File: config.mk
export PLATFORM = sky130hd
export DESIGN_NAME = pms_port_mode
export DESIGN_NICKNAME = d
export VERILOG_FILES = /design/src/pms_pkg.sv /design/src/pms_port_mode.sv
export VERILOG_INCLUDE_DIRS = /design/src
export SDC_FILE = /design/constraint.sdc
export NUM_CORES = 1
export LEC_CHECK = 0
export ABC_AREA = 0
export BUFFER_PORTS_ARGS = -buffer_cell sky130_fd_sc_hd__buf_2
export CAP_MARGIN = 40
export CORE_AREA = 2 2 262 264
export CTS_CLUSTER_DIAMETER = 60
export DETAILED_ROUTE_END_ITERATION = 6
export DIE_AREA = 0 0 264 266
export PLACE_DENSITY = 0.61
export SLEW_MARGIN = 30
export SYNTH_ARGS = -nofsm -noshare
export SYNTH_HDL_FRONTEND = slang
export SYNTH_SLANG_ARGS = --single-unit
File: constraint.sdc
create_clock -name pclk -period 5 [get_ports pclk]
set_input_delay 0.75 -clock pclk [delete_from_list [all_inputs] [get_ports pclk]]
set_output_delay 0.75 -clock pclk [all_outputs]
set_load 0.03 [all_outputs]
File: src/pms_map.svh
`ifndef PMS_MAP_SVH
`define PMS_MAP_SVH

// ---------------------------------------------------------------
// Port indices
// ---------------------------------------------------------------
`define PMS_PORT_A 3'd0
`define PMS_PORT_B 3'd1
`define PMS_PORT_C 3'd2
`define PMS_PORT_D 3'd3
`define PMS_PORT_E 3'd4
`define PMS_PORT_F 3'd5
`define PMS_PORT_G 3'd6
`define PMS_NPORT 7

// ---------------------------------------------------------------
// Register map: byte offset = port * stride + 4 * register offset
// ---------------------------------------------------------------
`define PMS_PORT_STRIDE 12'h010
`define PMS_OFS_DATA_IN 2'h0
`define PMS_OFS_DATA_OUT 2'h1
`define PMS_OFS_DIR 2'h2
`define PMS_OFS_CTRL 2'h3
`define PMS_ADDR_PORT_LSB 4
`define PMS_ADDR_REG_LSB 2

// ---------------------------------------------------------------
// Reset values and field layouts
// ---------------------------------------------------------------
`define PMS_REG_RESET 8'h00
`define PMS_FULL_MASK 8'hff
`define PMS_PORT_D_MASK 8'h0f
`define PMS_TDO_PIN 3
`define PMS_TMS_PIN 0
`define PMS_TCK_PIN 1
`define PMS_TDI_PIN 2
`define PMS_BURST_LOW_BITS 4

`endif

File: src/pms_pkg.sv
package pms_pkg;

	// Per-pin bit vectors for all seven ports
	typedef logic [6:0][7:0] pms_port_vec_t;

	// Programmed configuration, fixed once captured after reset
	typedef struct packed {
		pms_port_vec_t pld_in;
		pms_port_vec_t pld_out;
		pms_port_vec_t addr_in;
		logic addr_latch;
		logic nonmux;
		logic burst_host;
		logic reset_family;
		logic rst_pat_en;
		logic jtag_en;
		logic [15:0] rst_pattern;
	} pms_cfg_t;

	// Pin drive bundle
	typedef struct packed {
		pms_port_vec_t out;
		pms_port_vec_t oe;
	} pms_pin_drv_t;

	// Host-side signals of the data port
	typedef struct packed {
		logic rst_active;
		logic bus_cycle;
		logic rd_oe;
		logic [15:0] rdata;
		logic [15:0] addr;
		logic addr_strobe;
	} pms_host_t;

endpackage

File: src/pms_port_mode.sv
`timescale 1ns/1ps
`include "pms_map.svh"
// Contract
// - Logic-array, data-port, address-in, pattern modes fixed
// - Ports E-G control bit 0 gives host I/O
// - Direction bit 1 output, 0 input
// - Output pin driven from output data register
// - Input buffer read returns live pin level
// - Ports A-C no control, host I/O default
// - Logic-array mode feeds inputs, drives outputs on ports A-D only
// - Address out needs array enable or dir&ctrl
// - E/F carry A7:0, G carries A15:8
// - High address inputs routed, optionally strobe-latched
// - Decode-equation inputs treated as address inputs
// - Data port F/G disables general I/O
// - Non-multiplexed host selects data port automatically
// - Port E offers JTAG programming access
// - Pattern mode only F/G, one host family
// - Pattern driven in reset when bus idle
// - All configuration registers reset to 00h
// - Output data register reads back
// - Port D only four direction bits active

module pms_port_mode (
	input wire logic pclk,
	input wire logic presetn,
	input wire logic psel,
	input wire logic penable,
	input wire logic pwrite,
	input wire logic [11:0] paddr,
	input wire logic [31:0] pwdata,
	output logic [31:0] prdata,
	output logic pready,
	output logic pslverr,
	input wire pms_pkg::pms_cfg_t cfg_in,
	input wire pms_pkg::pms_host_t host,
	input wire pms_pkg::pms_port_vec_t pin_in,
	input wire pms_pkg::pms_port_vec_t la_out,
	input wire pms_pkg::pms_port_vec_t la_oe,
	input wire logic jtag_tdo,
	input wire logic jtag_tdo_oe,
	output pms_pkg::pms_pin_drv_t pin_drv,
	output pms_pkg::pms_port_vec_t to_logic_array,
	output logic [15:0] host_wdata,
	output logic jtag_tck,
	output logic jtag_tms,
	output logic jtag_tdi
);
	import pms_pkg::*;

	// ---------------------------------------------------------------
	// Configuration capture
	// ---------------------------------------------------------------
	pms_cfg_t cfg;
	logic cfg_taken;

	// Programmed modes are sampled once after reset and then held
	always_ff @(posedge pclk or negedge presetn) begin
		if (!presetn) begin
			cfg <= '0;
			cfg_taken <= 1'b0;
		end else if (!cfg_taken) begin
			cfg <= cfg_in;
			cfg_taken <= 1'b1;
		end
	end

	// ---------------------------------------------------------------
	// Port registers
	// ---------------------------------------------------------------
	pms_port_vec_t data_out;
	pms_port_vec_t dir;
	pms_port_vec_t ctrl;
	logic [2:0] sel_port;
	logic [1:0] sel_reg;
	logic mapped;
	logic access;
	logic [7:0] port_mask;
	logic [7:0] next_rdata;
	logic in_page;
	logic port_ok;
	logic aligned;

	assign sel_port = paddr[`PMS_ADDR_PORT_LSB +: 3];
	assign sel_reg = paddr[`PMS_ADDR_REG_LSB +: 2];
	// Foreign pages, port 7 and misaligned words are refused
	assign in_page = (paddr[11:7] == 5'h00);
	assign port_ok = (sel_port != 3'd7);
	assign aligned = (paddr[1:0] == 2'h0);
	assign mapped = in_page && port_ok && aligned;
	assign access = psel && penable && !pready;
	assign port_mask = (sel_port == `PMS_PORT_D) ? `PMS_PORT_D_MASK : `PMS_FULL_MASK;

	// Register writes; control bits exist only on ports E, F and G
	always_ff @(posedge pclk or negedge presetn) begin
		if (!presetn) begin
			data_out <= {`PMS_NPORT{`PMS_REG_RESET}};
			dir <= {`PMS_NPORT{`PMS_REG_RESET}};
			ctrl <= {`PMS_NPORT{`PMS_REG_RESET}};
		end else if (access && pwrite && mapped) begin
			unique case (sel_reg)
				`PMS_OFS_DATA_OUT: data_out[sel_port] <= pwdata[7:0] & port_mask;
				`PMS_OFS_DIR: dir[sel_port] <= pwdata[7:0] & port_mask;
				`PMS_OFS_CTRL: begin
					if (sel_port >= `PMS_PORT_E) begin
						ctrl[sel_port] <= pwdata[7:0];
					end
				end
				`PMS_OFS_DATA_IN: ;
			endcase
		end
	end

	// Read mux
	always_comb begin
		next_rdata = 8'h00;
		if (mapped) begin
			unique case (sel_reg)
				`PMS_OFS_DATA_IN: next_rdata = pin_in[sel_port] & port_mask;
				`PMS_OFS_DATA_OUT: next_rdata = data_out[sel_port];
				`PMS_OFS_DIR: next_rdata = dir[sel_port];
				`PMS_OFS_CTRL: next_rdata = (sel_port >= `PMS_PORT_E) ? ctrl[sel_port] : 8'h00;
			endcase
		end
	end

	// APB answer one cycle into the access phase
	always_ff @(posedge pclk or negedge presetn) begin
		if (!presetn) begin
			pready <= 1'b0;
			pslverr <= 1'b0;
			prdata <= '0;
		end else begin
			pready <= access;
			pslverr <= access && !mapped;
			if (access && !pwrite) begin
				prdata <= {24'h000000, next_rdata};
			end
		end
	end

	// ---------------------------------------------------------------
	// Address latching
	// ---------------------------------------------------------------
	logic [15:0] addr_q;
	pms_port_vec_t pin_latched;
	logic pattern_on;
	logic pattern_allowed;

	// Bus address and address-in pins captured on the strobe
	always_ff @(posedge pclk or negedge presetn) begin
		if (!presetn) begin
			addr_q <= '0;
			pin_latched <= '0;
		end else if (host.addr_strobe) begin
			addr_q <= host.addr;
			pin_latched <= pin_in;
		end
	end

	// Pattern drive only for the one host family on the data port
	assign pattern_allowed = cfg.rst_pat_en && cfg.reset_family && cfg.nonmux;
	assign pattern_on = pattern_allowed && host.rst_active && !host.bus_cycle;

	// ---------------------------------------------------------------
	// Per-pin output multiplexer
	// ---------------------------------------------------------------
	pms_pin_drv_t next_drv;
	pms_port_vec_t next_to_array;

	for (genvar p = 0; p < `PMS_NPORT; p++) begin : g_port
		for (genvar b = 0; b < 8; b++) begin : g_bit
			localparam bit HAS_CTRL = (p >= 4);
			localparam bit IS_DATA = (p >= 5);
			localparam bit IS_JTAG = (p == 4) && (b <= `PMS_TDO_PIN);
			localparam bit IS_ADDR_IN = (p != 4) && (p != 6);
			localparam bit PIN_EXISTS = (p != 3) || (b < 4);
			localparam bit BURST_GAP = (p == 4 || p == 5) && (b < `PMS_BURST_LOW_BITS);
			localparam int ADDR_BIT = (p == 6) ? (b + 8) : b;
			localparam int DATA_BIT = (p == 6) ? (b + 8) : b;
			logic addr_pin;
			logic addr_en;

			assign addr_pin = IS_ADDR_IN && cfg.addr_in[p][b];
			assign addr_en = HAS_CTRL && ((ctrl[p][b] && dir[p][b]) || la_oe[p][b])
				&& !(BURST_GAP && cfg.burst_host);

			// Pick exactly one source in priority of the fixed modes
			always_comb begin
				next_drv.out[p][b] = 1'b0;
				next_drv.oe[p][b] = 1'b0;
				if (!PIN_EXISTS) begin
					next_drv.oe[p][b] = 1'b0;
				end else if (IS_JTAG && cfg.jtag_en) begin
					if (b == `PMS_TDO_PIN) begin
						next_drv.out[p][b] = jtag_tdo;
						next_drv.oe[p][b] = jtag_tdo_oe;
					end
				end else if (IS_DATA && cfg.nonmux) begin
					if (pattern_on) begin
						next_drv.out[p][b] = cfg.rst_pattern[DATA_BIT];
						next_drv.oe[p][b] = 1'b1;
					end else begin
						next_drv.out[p][b] = host.rdata[DATA_BIT];
						next_drv.oe[p][b] = host.rd_oe;
					end
				end else if (cfg.pld_out[p][b] && !HAS_CTRL) begin
					next_drv.out[p][b] = la_out[p][b];
					next_drv.oe[p][b] = la_oe[p][b];
				end else if (HAS_CTRL && ctrl[p][b]) begin
					next_drv.out[p][b] = addr_q[ADDR_BIT];
					next_drv.oe[p][b] = addr_en;
				end else if (!cfg.pld_in[p][b] && !addr_pin) begin
					next_drv.out[p][b] = data_out[p][b];
					next_drv.oe[p][b] = dir[p][b];
				end
			end

			// Pin level, or strobe-latched level, toward the logic arrays
			always_comb begin
				if (addr_pin && cfg.addr_latch) begin
					next_to_array[p][b] = pin_latched[p][b];
				end else begin
					next_to_array[p][b] = pin_in[p][b] & PIN_EXISTS;
				end
			end
		end
	end

	// ---------------------------------------------------------------
	// Registered outputs
	// ---------------------------------------------------------------

	// Pin drive, released after reset
	always_ff @(posedge pclk or negedge presetn) begin
		if (!presetn) begin
			pin_drv <= '0;
		end else begin
			pin_drv <= next_drv;
		end
	end

	// Inputs toward logic arrays and host data bus
	always_ff @(posedge pclk or negedge presetn) begin
		if (!presetn) begin
			to_logic_array <= '0;
			host_wdata <= '0;
		end else begin
			to_logic_array <= next_to_array;
			host_wdata <= cfg.nonmux ? {pin_in[`PMS_PORT_G], pin_in[`PMS_PORT_F]} : 16'h0000;
		end
	end

	// Test-port inputs from port E
	always_ff @(posedge pclk or negedge presetn) begin
		if (!presetn) begin
			jtag_tck <= 1'b0;
			jtag_tms <= 1'b0;
			jtag_tdi <= 1'b0;
		end else begin
			jtag_tck <= cfg.jtag_en && pin_in[`PMS_PORT_E][`PMS_TCK_PIN];
			jtag_tms <= cfg.jtag_en && pin_in[`PMS_PORT_E][`PMS_TMS_PIN];
			jtag_tdi <= cfg.jtag_en && pin_in[`PMS_PORT_E][`PMS_TDI_PIN];
		end
	end

endmodule

# [Word-level counts from Yosys, hierarchy flattened]
# Index checks and enable logic that the tools add are counted.
[word_totals] ff_bits=556 latchBits=0 ram_bits=0 rom_bits=0 input_bits=445 elab_cells=643 n_memories=0
[op_classes] addsub=0 multipliers=0 n_div=0 n_lt_le_gt_ge=3 n_eq_ne=5 shift=0 n_mux=323 bitwise_logic=2 n_reduce_logical=231
[ops] cell="1-bit two-way mux" count=305
[ops] cell="56-bit bitwise mux" count=3
[ops] cell="1-bit logical AND" count=124
[ops] cell="8-bit binary-select mux with 3-bit select" count=4
[ops] cell="1-bit zero test" count=77
[ops] cell="8-bit two-way mux" count=8
[ops] cell="8-bit case mux with 4 select lines" count=1
[ops] cell="8-bit demux with 3-bit select" count=1
[ops] cell="1-bit logical OR" count=24
[ops] cell="8-bit AND" count=2
[ops] cell="16-bit two-way mux" count=1
[ops] cell="5-bit zero test" count=1
[ops] cell="2-bit == test, second input constant" count=2
[ops] cell="2-bit zero test" count=2
[ops] cell="3-bit by 4-bit < comparator with 1-bit output, second input constant" count=1
[ops] cell="2-bit AND reduction" count=2
[ops] cell="3-bit by 2-bit == test with 1-bit output, second input constant" count=1
[ops] cell="3-bit by 1-bit greater-or-equal comparator with 1-bit output, second input constant" count=1
[ops] cell="3-bit greater-or-equal comparator, second input constant" count=1
[ops] cell="3-bit != test, second input constant" count=1
[ops] cell="3-bit AND reduction" count=1
[ops] cell="2-bit by 1-bit == test with 1-bit output, second input constant" count=1

# [Logic depth before layout (Yosys ltp)]
[depth] ltp_word=6 mapped_depth=9 mapped_depth_nobuf=5

# [Worst setup path before layout]
# Ideal clock, no wire load.
[synth_timing] kind="input-to-reg" start="input paddr[8]" end="register dir[16] (netlist bit)" setup_ns=0.125 arrival_ns=2.353 required_time_ns=4.875 path_slack_ns=2.522 stages=5 cell_sequence="or4_4 > nor3_4 > and3_1 > buf_2 > mux2_2"
[synth_between] elab_chain_cells=5
[synth_lines] item="start: declaration" line_no="pms_port_mode.sv:30" text="input wire logic [11:0] paddr,"
[synth_lines] item="5-bit zero test" line_no="pms_port_mode.sv:87" text="assign in_page = (paddr[11:7] == 5'h00);"
[synth_lines] item="1-bit logical AND (2 in series)" line_no="pms_port_mode.sv:90" text="assign mapped = in_page && port_ok && aligned;"
[synth_lines] item="1-bit logical AND" line_no="pms_port_mode.sv:100" text="end else if (access && pwrite && mapped) begin"
[synth_lines] item="2-bit AND reduction (no line)"
[synth_lines] item="end signal: assignment" line_no="pms_port_mode.sv:98" text="dir <= {`PMS_NPORT{`PMS_REG_RESET}};"
[synth_lines] item="end signal: indexed assignment" line_no="pms_port_mode.sv:103" text="`PMS_OFS_DIR: dir[sel_port] <= pwdata[7:0] & port_mask;"
[synth_lines] item="end: declaration" line_no="pms_port_mode.sv:72" text="pms_port_vec_t dir;"
# Every way passes these cells.
# A chain may end at the register's enable or synchronous reset.

# [Worst setup path in the final report]
[layout_timing] start="input paddr[6]" end="register prdata[2]"
[layout_between] elab_chain_cells=5 elab_cells_between_ends=16
[layout_lines] item="8-bit binary-select mux with 3-bit select (on tied branches)" line_no="pms_port_mode.sv:122, pms_port_mode.sv:119"
[layout_lines] item="8-bit two-way mux (on tied branches)" line_no="pms_port_mode.sv:122, pms_port_mode.sv:119"
[layout_lines] item="8-bit two-way mux / 8-bit AND (equally long branches)" line_no="pms_port_mode.sv:122, pms_port_mode.sv:119"
[layout_lines] item="8-bit case mux with 4 select lines" line_no="pms_port_mode.sv:118" text="unique case (sel_reg)"
[layout_lines] item="8-bit two-way mux *" line_no="pms_port_mode.sv:117" text="if (mapped) begin"
[layout_lines] item="end signal: assignment" line_no="pms_port_mode.sv:137" text="prdata <= {24'h000000, next_rdata};"
[layout_lines] item="end: declaration" line_no="pms_port_mode.sv:32" text="output logic [31:0] prdata,"
# Mark *: on every way between the ends. The rest lies on a longest branch, timed or not. The select of a mux whose other input is x is not followed.

==> metrics.cfg <==
[worst_setup_path]
critical-path-top-delay-family = buffers and inverters
critPathMaxFanout = 59
crit_chain = buf_4 -> buf_4 -> mux2_2 -> o22ai_1 -> mux2i_1 -> o211ai_1 -> a32oi_1
crit_path_start_kind = input port
ff2ff_path_depth = 4
critical_path_class = in2reg
path_depth = 7
slowest_delay_ns = 0.61
cp_common_cell = buf_4
crit_buf_inv = 2
timing.rr.end = data_out[19]$_DFFE_PN0P_
critical_path_required_ns = 5.44
cp_slowest_cell = buf_4
r2r-start = pready$_DFF_PN0_
r2r_slack_ns = 2.65
cp.arrival_ns = 3.10
critPathCaptureType = register

[routing]
wl_um = 81460
drt_first_pass_iters = 5
post_drt_wl_per_cell_um = 25.06
postRouteAntennaNets = 0
initialDrtViolationCount = 1092
vias = 16411
via_per_inst = 5.050
drc = 0

[yosys]
syn-cell-area_sq_um = 22170
netlist-cell-type-count = 66
yosysSeqAreaShare = 0.5916
syn_inst = 1760
ys_seq_elements = 524
ys.flop_type = dfrtp_1
synth-edff-count = 0
yosys_warnings = 0
async_reset_ff_frac = 1.000
synth_area_per_cell_sq_um = 12.59

[timing]
relSlewSlack = 0.4138
rsz0062_at_grt = no
finalMaxSlewViolations = 0
period_share = 0.5313
holdWs_ns = 0.03585
clock_skew_ns = 0.03329
tightest_slew_ns = 0.8683
setup_tns_ns = 0
fmax_ghz = 0.3765
finalCriticalPeriod_ns = 2.656
setup_violations = 0
hold_viol_final = 0

[clock_tree]
htree_levels = 3
post_cts_buffers = 0
clock_sinks = 524
cts_hold_buffers = 0
cts_buffers = 66
cts_root_buf = clkbuf_16
ctsResizeCount = 0
cts_tree = built
ctsLongestPathBuffers = 3
clk_latency_ns = 0.60
clkTransAtPathRegs_ns = 0.06

[power]
leakagePower_nw = 13.39
p_per_area_nw_per_um2 = 388.4
p_seq_frac = 0.432
pwr-share-comb = 0.115
p_sw_frac = 0.2669
ir_drop_v = 0.0002098
power_w = 0.01092
power.switching_w = 0.002914
p_clk_frac = 0.453
internal-power_w = 0.008006

[job]
maxCapViolations = 0

[place]
gp_congestion = 0.8953
dp.cells = 3111
port_buffers = 529
place_hpwl_um = 62100

[grt]
grt_pass1_wl_um = 115400
grt_max_degree = 121
antenna_found_initial = 28
grt_usage = 0.2273
grt_pass1_vias = 16925
overflow = 0

[cells_and_area]
final_cells = 3250
drive_gt1_frac = 0.4562
nFillCells = 6512
syn_to_final_growth_pct = 26.83
fin_nets = 2745

[floorplanning]
core_area_sq_um = 67750
pin_count = 666
start_util = 0.3272
dieArea_sq_um = 70220
rows = 96
die_height_um = 266
die_x_um = 264

[outcome]
status = finished, final reports clean

[worst_hold_path]
min_path_type = in2async

[Yosys cell counts, drive strengths merged (8+ instances only)]
cell    count  area (sq um)
inv        16         60.06
a31oi      21         131.4
mux2i      24         240.2
and2       27         168.9
a21oi      43         215.2
clkbuf     65         244.0
o21ai     101         505.5
and3       10         62.56
a22oi      14         105.1
nand2b     15         93.84
nor2b      17         106.4
nor3b      17         127.6
a221oi     18         157.7
nand3      13         87.59
o21a       12         90.09
nor4b       8         70.07
mux2      383          4313
buf        50         326.6
nand2     210         788.3
a211oi     16         120.1
nor3        8         96.34
nor2       81         319.1
dfrtp     524         13110
[power groups by stage]
stage	registers, W	logic, W	clock network [W]
2_1_floorplan	0.00495	0.000497	0
3_3_place_gp	0.00479	0.00123	0
3_5_place_dp	0.00479	0.00126	0
4_1_cts	0.00471	0.00127	0.00506
5_1_grt	0.00475	0.00135	0.00523
6_report	0.00471	0.00126	0.00495
[sequential cells by signal, summed over array words and instances, names as in the netlist]
| signal | cells |
|---|---|
| cfg | 142 |
| host_wdata | 16 |
| pready | 1 |
| pslverr | 1 |
| data_out | 56 |
| jtag_tck | 1 |
| pin_drv | 104 |
| dir | 56 |
| jtag_tdi | 1 |
| pin_latched | 40 |
| cfg_taken | 1 |
| jtag_tms | 1 |
| ctrl | 24 |
| to_logic_array | 56 |
| prdata | 8 |
| addr_q | 16 |
[layout make-up]
class                   count  area, sq um  area share
clock buffers              93         1927     0.06854
clock inverters            25        331.6     0.01179
flip-flops and latches    524        13120      0.4666
inverters                  17        63.81    0.002270
repair buffers            556         2983      0.1061
well taps                 882         1104     0.03925
multi-input cells        1135         8541      0.3038
diodes                     18        45.04    0.001602
[cells in the final DEF (no fill, tap or decap), types with 4 or more instances in the layout]
master / netlist / routed
a211oi_1: 16 / 16
a21oi_1: 43 / 43
a221oi_1: 18 / 18
a22oi_1: 14 / 14
a31oi_1: 21 / 21
a32oi_1: 4 / 4
and2_1: 27 / 27
and3_1: 10 / 10
buf_12: 0 / 5
buf_2: 15 / 527
buf_4: 32 / 18
bufinv_16: 0 / 6
clkbuf_1: 65 / 13
clkbuf_16: 0 / 69
clkbuf_8: 0 / 11
clkinv_2: 0 / 5
conb_1: 2 / 33
dfrtp_1: 524 / 521
diode_2: 0 / 18
inv_1: 16 / 16
inv_6: 0 / 6
mux2_2: 380 / 380
mux2i_1: 24 / 24
mux4_2: 5 / 5
nand2_1: 210 / 210
nand2b_1: 15 / 15
nand3_1: 10 / 10
nor2_1: 77 / 77
nor2b_1: 17 / 17
nor3_4: 5 / 5
nor3b_1: 17 / 17
nor4b_1: 8 / 8
o211ai_1: 4 / 4
o21a_1: 12 / 12
o21ai_0: 101 / 101
o221ai_1: 5 / 5
o22ai_1: 5 / 5
[worst register-to-register path, delay by kind of cell, from the launching register on]
family / cells / cell delay, ns
flops: 1 / 0.38
mux: 1 / 0.41
simple gates: 3 / 1.47
[cell families after synthesis]
logic type / count (synthesis) / share of synthesized area
compound gates: 269 / 0.07660
mux: 412 / 0.2105
flops: 524 / 0.5916
buf+inv: 132 / 0.02862
other cells: 2 / 0.0003388
simple gates: 421 / 0.09240
[worst max-delay path by stage]
stage / from / to / slack [ns]
3_3_place_gp: paddr[4] / data_out[24]$_DFFE_PN0P_ / 1.60
3_5_place_dp: paddr[4] / data_out[26]$_DFFE_PN0P_ / 1.55
5_1_grt: paddr[4] / dir[14]$_DFFE_PN0P_ / 2.25
4_1_cts: paddr[4] / data_out[26]$_DFFE_PN0P_ / 2.19
2_1_floorplan: paddr[8] / dir[16]$_DFFE_PN0P_ / 2.52
6_report: paddr[6] / prdata[2]$_DFFE_PN0P_ / 2.34
[layer usage]
metal	global-route usage	vias to the layer above	routed length, um
li1	-	7294	-
met1	0.2859	8336	33650
met2	0.3741	595	39780
met3	0.05028	168	4798
met4	0.1046	18	3125
met5	0	-	110
[through the flow]
stage                     area (sq um)  utilization  setup WS, ns
after global routing             28110       0.4149         2.250
after CTS                        28020       0.4137         2.189
after global placement           25680       0.3790         1.600
after floorplan                  22280            -         2.522
after detailed placement         25760       0.3803         1.552
final                            28110       0.4150         2.344
Note: power is estimated with default switching activity, not from simulation.
